<file path="src/logic/xma_pkg.sv">
// Purpose: Shared constants and types for the extended memory ALU datapath
// Assumes: 8-bit data, one system clock
// Notes: Operation codes are local to this block, not instruction encodings
package xma_pkg;

	// ----------------------------------------
	// Widths and constants
	// ----------------------------------------
	localparam int XMA_DATA_W = 8;
	localparam int XMA_ADDR_W = 12;
	localparam logic [7:0] XMA_ALL_ONES = 8'hff;
	localparam logic [7:0] XMA_ZERO = 8'h00;
	localparam logic [7:0] XMA_ONE = 8'h01;
	localparam logic [7:0] XMA_ACC_RST = 8'h00;
	// Flag vector bit positions
	localparam int XMA_FLG_C = 0;
	localparam int XMA_FLG_AC = 1;
	localparam int XMA_FLG_Z = 2;
	localparam int XMA_FLG_OV = 3;
	localparam int XMA_FLG_SC = 4;
	localparam int XMA_FLG_CZ = 5;
	localparam int XMA_FLG_W = 6;
	localparam logic [5:0] XMA_FLG_RST = 6'h00;

	// ----------------------------------------
	// Operation codes
	// ----------------------------------------
	typedef enum logic [4:0] {
		XMA_OP_NONE = 5'h00,
		XMA_OP_OR_ACC = 5'h01,
		XMA_OP_OR_MEM = 5'h02,
		XMA_OP_RL_MEM = 5'h03,
		XMA_OP_RL_ACC = 5'h04,
		XMA_OP_RLC_MEM = 5'h05,
		XMA_OP_RLC_ACC = 5'h06,
		XMA_OP_RR_MEM = 5'h07,
		XMA_OP_RR_ACC = 5'h08,
		XMA_OP_RRC_MEM = 5'h09,
		XMA_OP_RRC_ACC = 5'h0a,
		XMA_OP_SBC_ACC = 5'h0b,
		XMA_OP_SBC_MEM = 5'h0c,
		XMA_OP_SUB_ACC = 5'h0d,
		XMA_OP_SUB_MEM = 5'h0e,
		XMA_OP_DSZ_MEM = 5'h0f,
		XMA_OP_DSZ_ACC = 5'h10,
		XMA_OP_ISZ_MEM = 5'h11,
		XMA_OP_ISZ_ACC = 5'h12,
		XMA_OP_SET_BYTE = 5'h13,
		XMA_OP_SET_BIT = 5'h14,
		XMA_OP_SNZ_BIT = 5'h15,
		XMA_OP_SNZ_BYTE = 5'h16,
		XMA_OP_SWAP_MEM = 5'h17
	} xma_op_type;

	// Two-state sequencer: execute, or dummy cycle after a skip
	typedef enum logic {
		XMA_ST_EXEC = 1'b0,
		XMA_ST_DUMMY = 1'b1
	} xma_state_type;

endpackage

</file>
<file path="src/logic/xma_subtractor.sv">
// Purpose: 8-bit subtract with borrow, giving carry, aux carry and overflow flags
// Assumes: Carry in is an inverted borrow (1 means no borrow)
// Notes: Purely combinational
module xma_subtractor #(
	parameter int WIDTH = 8
) (
	// Operands
	input wire logic [WIDTH-1:0] minuend,
	input wire logic [WIDTH-1:0] subtrahend,
	input wire logic carry_in,
	// Results
	output logic [WIDTH-1:0] diff,
	output logic carry_out,
	output logic aux_carry_out,
	output logic overflow_out
);

	// ----------------------------------------
	// Add the one's complement plus carry
	// ----------------------------------------
	wire logic [WIDTH:0] full_sum;
	wire logic [4:0] low_sum;

	// Carry out high means no borrow
	assign full_sum = {1'b0, minuend} + {1'b0, ~subtrahend} + {{WIDTH{1'b0}}, carry_in};
	assign low_sum = {1'b0, minuend[3:0]} + {1'b0, ~subtrahend[3:0]} + {4'h0, carry_in};
	assign diff = full_sum[WIDTH-1:0];
	assign carry_out = full_sum[WIDTH];
	assign aux_carry_out = low_sum[4];
	// Signed overflow when operand signs differ and result sign flips
	assign overflow_out = (minuend[WIDTH-1] ^ subtrahend[WIDTH-1])
		& (minuend[WIDTH-1] ^ full_sum[WIDTH-1]);

endmodule

</file>
<file path="src/logic/xma_alu.sv">
// Purpose: Datapath for the long-address OR, rotate, subtract, skip, set and swap group
// Assumes: Decoder supplies one op pulse with the memory byte already read
// Notes: Memory is flat-addressed; results register one cycle after op_valid
//
// Overview of operation
// - OR accumulator with memory byte; result to acc or memory; zero flag only.
// - Rotate left wraps bit 7 into bit 0; no flags change.
// - Accumulator-destination rotates write the accumulator and leave memory alone.
// - Rotate left through carry: carry into bit 0, bit 7 into carry.
// - Rotate right wraps bit 0 into bit 7; no flags change.
// - Rotate right through carry: carry into bit 7, bit 0 into carry.
// - Subtract with carry: acc minus memory minus inverted carry.
// - Subtraction clears carry when negative, sets it otherwise.
// - Subtractions update overflow, zero, aux carry, carry, signed and combined zero.
// - Plain subtract: acc minus memory, to acc or memory.
// - Decrement memory, write back, skip if result zero; no flags.
// - Memory minus one into acc, memory kept, skip if zero.
// - Increment memory, write back, skip if wrapped to zero; no flags.
// - Memory plus one into acc, memory kept, skip if zero.
// - A taken skip inserts one dummy cycle, two cycles in total.
// - Set byte writes all ones to memory; flags unchanged.
// - Set bit forces the chosen bit to one, others kept.
// - Bit skip-if-nonzero skips when the chosen bit is one.
// - Byte skip-if-nonzero skips when the whole byte is nonzero.
// - Nibble swap exchanges high and low nibbles in memory.
// - Any memory address is reachable directly, with no bank switching.
module xma_alu #(
	parameter int ADDR_W = xma_pkg::XMA_ADDR_W
) (
	// Clock and reset
	input wire logic clock,
	input wire logic rst_n,
	// Operation request from the decoder
	input wire logic op_valid,
	input wire xma_pkg::xma_op_type op_code,
	input wire logic [ADDR_W-1:0] op_addr,
	input wire logic [2:0] op_bit,
	input wire logic [7:0] mem_rdata,
	// Memory write port
	output logic mem_we,
	output logic [ADDR_W-1:0] mem_waddr,
	output logic [7:0] mem_wdata,
	// Architectural state
	output logic [7:0] accumulator_reg,
	output logic [5:0] flags,
	// Sequencing
	output logic skip_taken,
	output logic dummy_cycle,
	output logic busy
);

	// ----------------------------------------
	// Declarations
	// ----------------------------------------
	xma_pkg::xma_state_type state_q, state_d;
	logic [7:0] acc_q, acc_d;
	logic [5:0] flg_q, flg_d;
	logic mem_we_q;
	logic [ADDR_W-1:0] mem_waddr_q;
	logic [7:0] mem_wdata_q;
	logic skip_q, dummy_q;

	wire logic accept;
	wire logic carry_q;
	wire logic [7:0] or_res;
	wire logic [7:0] rl_res;
	wire logic [7:0] rlc_res;
	wire logic [7:0] rr_res;
	wire logic [7:0] rrc_res;
	wire logic [7:0] dec_res;
	wire logic [7:0] inc_res;
	wire logic [7:0] swap_res;
	wire logic [7:0] setbit_res;
	wire logic [7:0] bit_mask;
	wire logic [7:0] sub_res;
	wire logic sub_c, sub_ac, sub_ov;
	wire logic sub_cin;
	wire logic is_sbc, is_sub, is_rot_c, is_or;
	wire logic to_acc, to_mem, skip_now;
	wire logic [7:0] result;
	wire logic res_zero;

	// ----------------------------------------
	// Operand decoding
	// ----------------------------------------
	// New ops are refused during the dummy cycle of a skip
	assign accept = op_valid && (state_q == xma_pkg::XMA_ST_EXEC);
	assign carry_q = flg_q[xma_pkg::XMA_FLG_C];
	assign bit_mask = xma_pkg::XMA_ONE << op_bit;

	assign or_res = acc_q | mem_rdata;
	assign rl_res = {mem_rdata[6:0], mem_rdata[7]};
	assign rlc_res = {mem_rdata[6:0], carry_q};
	assign rr_res = {mem_rdata[0], mem_rdata[7:1]};
	assign rrc_res = {carry_q, mem_rdata[7:1]};
	assign dec_res = mem_rdata - xma_pkg::XMA_ONE;
	assign inc_res = mem_rdata + xma_pkg::XMA_ONE;
	assign swap_res = {mem_rdata[3:0], mem_rdata[7:4]};
	assign setbit_res = mem_rdata | bit_mask;

	// ----------------------------------------
	// Subtraction
	// ----------------------------------------
	assign is_sbc = (op_code == xma_pkg::XMA_OP_SBC_ACC) || (op_code == xma_pkg::XMA_OP_SBC_MEM);
	assign is_sub = is_sbc || (op_code == xma_pkg::XMA_OP_SUB_ACC)
		|| (op_code == xma_pkg::XMA_OP_SUB_MEM);
	// plain subtract behaves as no borrow in
	assign sub_cin = is_sbc ? carry_q : 1'b1;

	xma_subtractor #(
		.WIDTH(xma_pkg::XMA_DATA_W)
	) u_sub (
		.minuend(acc_q),
		.subtrahend(mem_rdata),
		.carry_in(sub_cin),
		.diff(sub_res),
		.carry_out(sub_c),
		.aux_carry_out(sub_ac),
		.overflow_out(sub_ov)
	);

	// ----------------------------------------
	// Result select and destinations
	// ----------------------------------------
	assign is_or = (op_code == xma_pkg::XMA_OP_OR_ACC) || (op_code == xma_pkg::XMA_OP_OR_MEM);
	assign is_rot_c = (op_code == xma_pkg::XMA_OP_RLC_MEM) || (op_code == xma_pkg::XMA_OP_RLC_ACC)
		|| (op_code == xma_pkg::XMA_OP_RRC_MEM) || (op_code == xma_pkg::XMA_OP_RRC_ACC);

	// set byte selects all ones, flags untouched
	assign result =
		is_or ? or_res :
		((op_code == xma_pkg::XMA_OP_RL_MEM) || (op_code == xma_pkg::XMA_OP_RL_ACC)) ? rl_res :
		((op_code == xma_pkg::XMA_OP_RLC_MEM) || (op_code == xma_pkg::XMA_OP_RLC_ACC)) ? rlc_res :
		((op_code == xma_pkg::XMA_OP_RR_MEM) || (op_code == xma_pkg::XMA_OP_RR_ACC)) ? rr_res :
		((op_code == xma_pkg::XMA_OP_RRC_MEM) || (op_code == xma_pkg::XMA_OP_RRC_ACC)) ? rrc_res :
		is_sub ? sub_res :
		((op_code == xma_pkg::XMA_OP_DSZ_MEM) || (op_code == xma_pkg::XMA_OP_DSZ_ACC)) ? dec_res :
		((op_code == xma_pkg::XMA_OP_ISZ_MEM) || (op_code == xma_pkg::XMA_OP_ISZ_ACC)) ? inc_res :
		(op_code == xma_pkg::XMA_OP_SET_BYTE) ? xma_pkg::XMA_ALL_ONES :
		(op_code == xma_pkg::XMA_OP_SET_BIT) ? setbit_res :
		(op_code == xma_pkg::XMA_OP_SWAP_MEM) ? swap_res : mem_rdata;

	// zero test on the 8-bit result
	assign res_zero = (result == xma_pkg::XMA_ZERO);

	assign to_acc = (op_code == xma_pkg::XMA_OP_OR_ACC) || (op_code == xma_pkg::XMA_OP_RL_ACC)
		|| (op_code == xma_pkg::XMA_OP_RLC_ACC) || (op_code == xma_pkg::XMA_OP_RR_ACC)
		|| (op_code == xma_pkg::XMA_OP_RRC_ACC) || (op_code == xma_pkg::XMA_OP_SBC_ACC)
		|| (op_code == xma_pkg::XMA_OP_SUB_ACC) || (op_code == xma_pkg::XMA_OP_DSZ_ACC)
		|| (op_code == xma_pkg::XMA_OP_ISZ_ACC);
	assign to_mem = !to_acc && (op_code != xma_pkg::XMA_OP_NONE)
		&& (op_code != xma_pkg::XMA_OP_SNZ_BIT) && (op_code != xma_pkg::XMA_OP_SNZ_BYTE);

	// Skip conditions
	assign skip_now =
		(((op_code == xma_pkg::XMA_OP_DSZ_MEM) || (op_code == xma_pkg::XMA_OP_DSZ_ACC)
		|| (op_code == xma_pkg::XMA_OP_ISZ_MEM) || (op_code == xma_pkg::XMA_OP_ISZ_ACC))
		&& res_zero)
		|| ((op_code == xma_pkg::XMA_OP_SNZ_BIT) && ((mem_rdata & bit_mask) != xma_pkg::XMA_ZERO))
		|| ((op_code == xma_pkg::XMA_OP_SNZ_BYTE) && (mem_rdata != xma_pkg::XMA_ZERO));

	// ----------------------------------------
	// Next-state logic
	// ----------------------------------------
	always_comb begin
		acc_d = acc_q;
		flg_d = flg_q;
		state_d = xma_pkg::XMA_ST_EXEC;
		if (accept) begin
			if (to_acc) begin
				acc_d = result;
			end
			if (is_or) begin
				flg_d[xma_pkg::XMA_FLG_Z] = res_zero;
			end
			if (is_rot_c) begin
				flg_d[xma_pkg::XMA_FLG_C] = ((op_code == xma_pkg::XMA_OP_RLC_MEM)
					|| (op_code == xma_pkg::XMA_OP_RLC_ACC)) ? mem_rdata[7] : mem_rdata[0];
			end
			if (is_sub) begin
				flg_d[xma_pkg::XMA_FLG_C] = sub_c;
				flg_d[xma_pkg::XMA_FLG_AC] = sub_ac;
				flg_d[xma_pkg::XMA_FLG_OV] = sub_ov;
				flg_d[xma_pkg::XMA_FLG_Z] = res_zero;
				flg_d[xma_pkg::XMA_FLG_SC] = sub_res[7] ^ sub_ov;
				// Combined zero chains with prior zero only for the borrow form
				flg_d[xma_pkg::XMA_FLG_CZ] = is_sbc ? (res_zero & flg_q[xma_pkg::XMA_FLG_CZ])
					: res_zero;
			end
			// taken skip adds a dummy cycle
			if (skip_now) begin
				state_d = xma_pkg::XMA_ST_DUMMY;
			end
		end
	end

	// ----------------------------------------
	// State registers
	// ----------------------------------------
	always_ff @(posedge clock or negedge rst_n) begin
		if (!rst_n) begin
			state_q <= xma_pkg::XMA_ST_EXEC;
			acc_q <= xma_pkg::XMA_ACC_RST;
			flg_q <= xma_pkg::XMA_FLG_RST;
		end else begin
			state_q <= state_d;
			acc_q <= acc_d;
			flg_q <= flg_d;
		end
	end

	// Memory write port, address taken whole so no banking applies
	always_ff @(posedge clock or negedge rst_n) begin
		if (!rst_n) begin
			mem_we_q <= 1'b0;
			mem_waddr_q <= '0;
			mem_wdata_q <= xma_pkg::XMA_ZERO;
		end else begin
			mem_we_q <= accept && to_mem;
			mem_waddr_q <= op_addr;
			mem_wdata_q <= result;
		end
	end

	// Skip pulse and dummy-cycle marker
	always_ff @(posedge clock or negedge rst_n) begin
		if (!rst_n) begin
			skip_q <= 1'b0;
			dummy_q <= 1'b0;
		end else begin
			skip_q <= accept && skip_now;
			dummy_q <= (state_d == xma_pkg::XMA_ST_DUMMY);
		end
	end

	assign mem_we = mem_we_q;
	assign mem_waddr = mem_waddr_q;
	assign mem_wdata = mem_wdata_q;
	assign accumulator_reg = acc_q;
	assign flags = flg_q;
	assign skip_taken = skip_q;
	assign dummy_cycle = dummy_q;
	assign busy = dummy_q;

	// ----------------------------------------
	// Assertions
	// ----------------------------------------
	// one dummy cycle only
	a_skip_dummy_len: assert property (@(posedge clock) disable iff (!rst_n)
		skip_taken |-> dummy_cycle ##1 !dummy_cycle)
		else $error("skip did not give exactly one dummy cycle");
	a_acc_no_memw: assert property (@(posedge clock) disable iff (!rst_n)
		accept && to_acc |=> !mem_we)
		else $error("accumulator op wrote memory");
	a_rl_wrap: assert property (@(posedge clock) disable iff (!rst_n)
		accept && op_code == xma_pkg::XMA_OP_RL_MEM |=>
		mem_we && mem_wdata == {$past(mem_rdata[6:0]), $past(mem_rdata[7])}
		&& flags == $past(flags))
		else $error("rotate left result wrong");
	a_rrc_carry: assert property (@(posedge clock) disable iff (!rst_n)
		accept && op_code == xma_pkg::XMA_OP_RRC_ACC |=>
		accumulator_reg[7] == $past(flags[0]) && flags[0] == $past(mem_rdata[0]))
		else $error("rotate right through carry wrong");
	a_sub_carry: assert property (@(posedge clock) disable iff (!rst_n)
		accept && op_code == xma_pkg::XMA_OP_SUB_ACC |=>
		flags[0] == ($past(accumulator_reg) >= $past(mem_rdata)))
		else $error("subtract carry not inverted borrow");
	a_or_zero: assert property (@(posedge clock) disable iff (!rst_n)
		accept && op_code == xma_pkg::XMA_OP_OR_ACC |=>
		accumulator_reg == ($past(accumulator_reg) | $past(mem_rdata))
		&& flags[2] == (accumulator_reg == 8'h00) && flags[1:0] == $past(flags[1:0]))
		else $error("or result or zero flag wrong");
	a_dsz_skip: assert property (@(posedge clock) disable iff (!rst_n)
		accept && op_code == xma_pkg::XMA_OP_DSZ_MEM && mem_rdata == 8'h01 |=>
		skip_taken && mem_we && mem_wdata == 8'h00)
		else $error("decrement skip missed");
	a_snz_byte: assert property (@(posedge clock) disable iff (!rst_n)
		accept && op_code == xma_pkg::XMA_OP_SNZ_BYTE |=>
		skip_taken == ($past(mem_rdata) != 8'h00) && !mem_we)
		else $error("byte nonzero skip wrong");
	a_set_byte: assert property (@(posedge clock) disable iff (!rst_n)
		accept && op_code == xma_pkg::XMA_OP_SET_BYTE |=> mem_wdata == 8'hff && mem_we)
		else $error("set byte not all ones");

	c_skip: cover property (@(posedge clock) disable iff (!rst_n) skip_taken);
	c_sbc_borrow: cover property (@(posedge clock) disable iff (!rst_n)
		accept && is_sbc && !sub_c);
	c_swap: cover property (@(posedge clock) disable iff (!rst_n)
		accept && op_code == xma_pkg::XMA_OP_SWAP_MEM);

endmodule

</file>
<file path="config.mk">
export PLATFORM = sky130hd
export DESIGN_NAME = xma_alu
export DESIGN_NICKNAME = d
export VERILOG_FILES = /design/src/logic/xma_pkg.sv /design/src/logic/xma_subtractor.sv /design/src/logic/xma_alu.sv
export SDC_FILE = /design/constraint.sdc
export NUM_CORES = 1
export LEC_CHECK = 0
export ABC_AREA = 0
export BUFFER_PORTS_ARGS = -buffer_cell sky130_fd_sc_hd__buf_4
export CORE_MARGIN = 4
export CORE_UTILIZATION = 56
export DETAILED_ROUTE_END_ITERATION = 8
export PLACE_DENSITY_LB_ADDON = 0.3
export SETUP_SLACK_MARGIN = 0.5
export SLEW_MARGIN = 10
export SYNTH_ARGS = -nofsm -noshare
export SYNTH_HDL_FRONTEND = slang
export SYNTH_SLANG_ARGS = --single-unit
</file>
<file path="constraint.sdc">
create_clock -name clock -period 5.1 [get_ports clock]
set_clock_uncertainty 0.2 [all_clocks]
set_input_delay 0.765 -clock clock [delete_from_list [all_inputs] [get_ports clock]]
set_output_delay 0.765 -clock clock [all_outputs]
set_load 0.02 [all_outputs]
</file>
# Yosys cells after proc, flatten, opt, wreduce, memory -nomap -nowiden

Index checks and enable logic that the tools add are counted.
Widths: inputs -> output; s select.

Add/sub/neg operators: 6
Eq/ne operators: 25
Shift operators: 1
Muxes and demuxes: 19
Bitwise logic cells: 11
Reductions and logical operators: 44

Operators by type and width:

| operator            | count |
|---|---|
| $mux 8              | 11 |
| $eq 5x4->1 const B  | 8 |
| $eq 5x5->1 const B  | 8 |
| $logic_or 1x1->1    | 24 |
| $eq 5x3->1 const B  | 4 |
| $or 8x8->8          | 2 |
| $reduce_bool 8->1   | 2 |
| $eq 5x2->1 const B  | 2 |
| $ne 5x5->1 const B  | 2 |
| $add 8x8->9         | 1 |
| $add 9x1->9         | 1 |
| $logic_and 1x1->1   | 9 |
| $add 8x1->8 const B | 1 |
| $and 8x8->8         | 1 |
| $logic_not 8->1     | 1 |
| $not 8->8           | 1 |
| $reduce_and 2->1    | 4 |
| $shl 1x3->8 const A | 1 |
| $sub 8x1->8 const B | 1 |
| $mux 1              | 7 |
| $add 4x4->5         | 1 |
| $add 5x1->5         | 1 |
| $eq 5x1->1 const B  | 1 |
| $reduce_bool 5->1   | 1 |
| 7 further kinds     | 11 |

Bits in registers: 37
Bits of input ports: 31
Logic and storage cells: 115

# Longest topological paths before layout

Depth in word-level cells: 18
Mapped depth: 22
Gate-level depth less buffers: 19

# By module

Synthesis repeated with hierarchy kept, for this count alone.

Cells, all modules: 411
Area total of the unflattened synthesis: 3352.0 sq um

Modules (own cells, without submodules):

| module         | instances | cells an instance | area an instance (sq um) | seq. area each (sq um) |
|---|---|---|---|---|
| xma_alu        | 1         | 354               | 2941.6                   | 900.9 |
| xma_subtractor | 1         | 57                | 410.4                    | 0.0 |

# Least setup slack after synthesis

OpenSTA, ideal clock, no wires.

Path type: input-to-reg
Start point: input op_code[0]
End point: register dummy_q, in the netlist busy
Setup time: 0.096 ns
Arrival time: 5.035 ns
Required time: 4.804 ns
Setup slack: -0.230 ns
Cell stages on the path: 22
Cell sequence: buf_4 -> buf_4 -> buf_2 -> buf_2 -> nor3_1 -> o21ai_0 -> or2_2 -> fa_1 -> a221oi_1 -> o31ai_1 -> a21oi_1 -> nor2_1 -> nor2_1 -> fa_1 -> inv_1 -> mux2_2 -> o22a_1 -> o221a_1 -> o32ai_1 -> o21ai_1 -> or4_4 -> o32ai_2

Longest elaborated chain between the ends: 18

Ends and longest elaborated chain:

| item                                                 | RTL line       | RTL |
|---|---|---|
| start, declared                                      | xma_alu.sv:35  | `input wire xma_pkg::xma_op_type op_code,` |
| branches (longest 11 deep; another with $add 9x1->9) | n/a            |  |
| $mux 8 (*)                                           | xma_alu.sv:131 | `is_or ? or_res :` |
| named net result[7]                                  | xma_alu.sv:80  | `wire logic [7:0] result;` |
| $logic_not 8->1 (*)                                  | xma_alu.sv:144 | `assign res_zero = (result == xma_pkg::XMA_ZERO);` |
| $logic_and 1x1->1 (*)                                | xma_alu.sv:158 | `&& res_zero)` |
| $logic_or 1x1->1 (*)                                 | xma_alu.sv:159 | `\|\| ((op_code == xma_pkg::XMA_OP_SNZ_BIT) && ((mem_rdata & bit_mask) != xma_pkg::XMA_ZERO))` |
| $logic_or 1x1->1 (*)                                 | xma_alu.sv:160 | `\|\| ((op_code == xma_pkg::XMA_OP_SNZ_BYTE) && (mem_rdata != xma_pkg::XMA_ZERO));` |
| $mux 1 (*)                                           | xma_alu.sv:191 | `if (skip_now) begin` |
| $mux 1 (*)                                           | xma_alu.sv:169 | `if (accept) begin` |
| named net state_d                                    | xma_alu.sv:55  | `xma_pkg::xma_state_type state_q, state_d;` |
| end signal, assigned                                 | xma_alu.sv:232 | `dummy_q <= (state_d == xma_pkg::XMA_ST_DUMMY);` |
| end, declared                                        | xma_alu.sv:61  | `logic skip_q, dummy_q;` |

Mark *: on every way through the listed nets, which the timed path passes.
A chain may end at the register's enable or synchronous reset.

# Final worst setup path

Same ends and word-level chain as after synthesis.

==> flow_metrics.env <==
export IMPL_status="finished, final reports clean"
export IMPL_p_switching_w=0.000539
export IMPL_critPathMostFrequentCell="buf_4"
export IMPL_grt_pass1_vias=3423
export IMPL_grtUsageMet2_pct=50.4
export IMPL_dr_pass1_iters=6
export IMPL_clock_path_buffers=2
export IMPL_crit_fanout=4
export IMPL_hold_viol_final=0
export IMPL_end_kind="flip-flop"
export IMPL_initial_utilization_pct=57.6
export IMPL_die_x_um=86.0
export IMPL_clkPwrFrac_pct=16.0
export IMPL_synth_edf_count=0
export IMPL_yosysSeqAreaShare_pct=26.4
export IMPL_tightest_slew_ps=1140
export IMPL_leakage_nw=1.85
export IMPL_cp_cell_sequence="buf_4, and3b_2, o21ai_4, or2_4, fa_2, buf_4, fa_1, nand2b_1, a2111oi_0, or3_1, a31oi_1, a21o_1, nand4bb_1, or4_4, o32ai_4"
export IMPL_timing_fmax_mhz=210
export IMPL_r2r_slack_ps=790
export IMPL_fillers=475
export IMPL_intPower_w=0.000729
export IMPL_timing_final_crit_share_pct=93.2
export IMPL_setup_viol=0
export IMPL_setup_tns_final_ps=0
export IMPL_yosys_warnings=0
export IMPL_port_buffers=68
export IMPL_n_antenna_cell=0
export IMPL_largest_reg_flops=12
export IMPL_power_frac_seq_pct=30.1
export IMPL_slowest_stage="a2111oi_0"
export IMPL_syn_area_mm2=0.00341
export IMPL_mostFrequentLayoutCells="buf_4 (88), dfrtp_1 (36), a21oi_1 (33), nor2_1 (32)"
export IMPL_fin_crit_ps=4750
export IMPL_post_drt_wl_per_cell_um=22.8
export IMPL_cts_sinks=36
export IMPL_synthDistinctLibCells=81
export IMPL_wirelength_um=12500
export IMPL_dieArea_mm2=0.00740
export IMPL_path_class="input pin to flip-flop"
export IMPL_use_met1_pct=44.4
export IMPL_switching_share_pct=42.5
export IMPL_cp_arrival_ps=4740
export IMPL_grt_max_degree=37
export IMPL_clk_latency_ps=290
export IMPL_grt_pass1_wl_um=18800
export IMPL_num_rows=28
export IMPL_final_common_cell="buf_4"
export IMPL_syn_avg_cell_area_um2=8.25
export IMPL_nets=524
export IMPL_pin_count=69
export IMPL_slowest_delay_ps=980
export IMPL_ys_ff_latch=36
export IMPL_ir_drop_mv=0.262
export IMPL_drt_iter0_markers=595
export IMPL_core_area_mm2=0.00592
export IMPL_area_growth_pct=23.7
export IMPL_top_usage_layer="met2"
export IMPL_cts_tree="yes"
export IMPL_ys_flop_type="dfrtp_1"
export IMPL_grt_use_total_pct=33.2
export IMPL_numCtsBuffers=5
export IMPL_synth_cells=413
export IMPL_cp_start_kind="input pin"
export IMPL_vias=3750
export IMPL_antenna_found_initial=0
export IMPL_post_route_util_pct=71.2
export IMPL_max_cap_viol_count=0
export IMPL_drc=0
export IMPL_die_height_um=86.0
export IMPL_met3_usage_pct=7.68
export IMPL_grt_ovfl_total=0
export IMPL_cts_root_buffer="clkbuf_8"
export IMPL_syn_nets=465
export IMPL_clkTransAtPathRegs_ps=70
export IMPL_ys_async_sr_fraction_pct=100
export IMPL_cp_required_ps=5090
export IMPL_dp_hpwl_um=9100
export IMPL_htree_levels=2
export IMPL_worstHoldPathType="input pin to async pin"
export IMPL_slew_headroom_pct=22.3
export IMPL_pwr_share_comb_pct=53.9
export IMPL_rsz0062_at_grt="true"
export IMPL_drv_slew=0
export IMPL_vias_per_cell=6.84
export IMPL_place_gp_congestion=1.02
export IMPL_final_layout_size_suffix_gt1_share_pct=29.0
export IMPL_antenna_left=0
export IMPL_powerDensity_mw_per_mm2=301
==> per-stage QoR <==
| step | cells | total power, W | cell area, um2 | setup slack [ps] | hold WS [ps] |
|---|---|---|---|---|---|
| finish | 548 | 0.00127 | 4220 | 349 | 219 |
| global route | 548 | 0.00133 | 4220 | 298 | 245 |
| CTS | 539 | 0.00120 | 4080 | 503 | 223 |
| detailed placement | 529 | 0.000983 | 3940 | 8.69 | 308 |
| global placement | 529 | 0.000964 | 3940 | 247 | 272 |
| floorplan | 413 | 0.000759 | 3480 | 255 | 269 |
==> metal layers <==
layer  vias up  share of wire (%)  routed length (um)
met1      1719                 36                4530
met5         -                  0                   0
met3        82                 13                1620
met4         0                5.5                 687
met2       323                 45                5650
li1       1626                  -                   -
==> cell type report <==
class	count	area, um2	area share, %
inverter	29	109	2.58
clock buffer	5	68.8	1.63
sequential	36	901	21.4
clock inverter	3	18.8	0.445
multi-input combinational	310	2330	55.3
tap	75	93.8	2.23
timing repair buffer	90	692	16.4
==> power by group through the flow <==
stage / sequential [W] / clock [W] / combinational, W
finish: 0.000382 / 0.000202 / 0.000684
floorplan: 0.000440 / 0 / 0.000320
detailed placement: 0.000384 / 0 / 0.000598
global placement: 0.000382 / 0 / 0.000582
CTS: 0.000379 / 0.000205 / 0.000618
global route: 0.000388 / 0.000221 / 0.000723
==> kinds of logic after synthesis <==
group	share of synthesized area, %
DFF	26.4
xor gates and xnor gates	4.11
adders and majority gates	8.66
buffers and inverters	8.44
AOI/OAI and AO/OA	29.5
muxes	4.59
and+or+nand+nor	18.2
==> synth_stat cells (all sizes together) (2+ instances only) <==
cell type | n | share of area, %
ha | 18 | 6.6
fa | 3 | 1.8
a221oi | 12 | 3.3
or2 | 3 | 0.55
xnor2 | 13 | 3.3
a211oi | 3 | 0.66
nor2 | 34 | 3.7
o221a | 2 | 0.66
a221o | 3 | 0.88
nand3 | 11 | 1.6
o2bb2ai | 2 | 0.51
or3 | 6 | 1.1
o32ai | 8 | 2.5
o21ai | 29 | 4.4
o211ai | 4 | 0.88
o22ai | 3 | 0.55
nand4 | 2 | 0.37
o31ai | 5 | 1.1
nand2 | 21 | 2.3
a31oi | 7 | 1.3
nand2b | 5 | 0.92
buf | 18 | 3.0
mux2 | 6 | 2.0
clkbuf | 20 | 2.2
a311oi | 2 | 0.51
or4 | 4 | 1.1
o21a | 4 | 0.88
dfrtp | 36 | 26
nor2b | 7 | 1.3
mux2i | 4 | 1.2
a21oi | 34 | 5.1
nor3 | 11 | 1.8
mux4 | 2 | 1.4
inv | 29 | 3.2
and3 | 4 | 0.73
a21o | 5 | 1.1
o21bai | 2 | 0.44
xor2 | 3 | 0.77
==> path summary, 6_finish.rpt <==
kind / startpoint / to / depth (start not counted)
max: op_code[0] / busy$_DFF_PN0_ / 15
min: rst_n / mem_waddr[0]$_DFF_PN0_ / 1
max reg2reg: flags[0]$_DFFE_PN0P_ / busy$_DFF_PN0_ / 12
min reg2reg: flags[1]$_DFFE_PN0P_ / flags[1]$_DFFE_PN0P_ / 1
max in group asynchronous: rst_n / accumulator_reg[2]$_DFFE_PN0P_ / 1
min in group clock: flags[1]$_DFFE_PN0P_ / flags[1]$_DFFE_PN0P_ / 1
==> critical path: cells and delay by family <==
| kind | cells | cell delay (ps) |
|---|---|---|
| buffers and inverters | 2 | 260 |
| AO/OA/AOI/OAI | 5 | 1710 |
| AND/OR/NAND/NOR | 6 | 1540 |
| adder cells (fa/ha/maj) | 2 | 460 |
==> what timing repair did <==
item / 4_1_cts / 5_1_grt
setup endpoints to repair: 3 / 3
pin swaps: 3 / 7
buffers inserted: 2 / 9
hold buffers: 0 / 0
gates resized for setup: 5 / 15
Note: power is estimated with default switching activity, not from simulation.
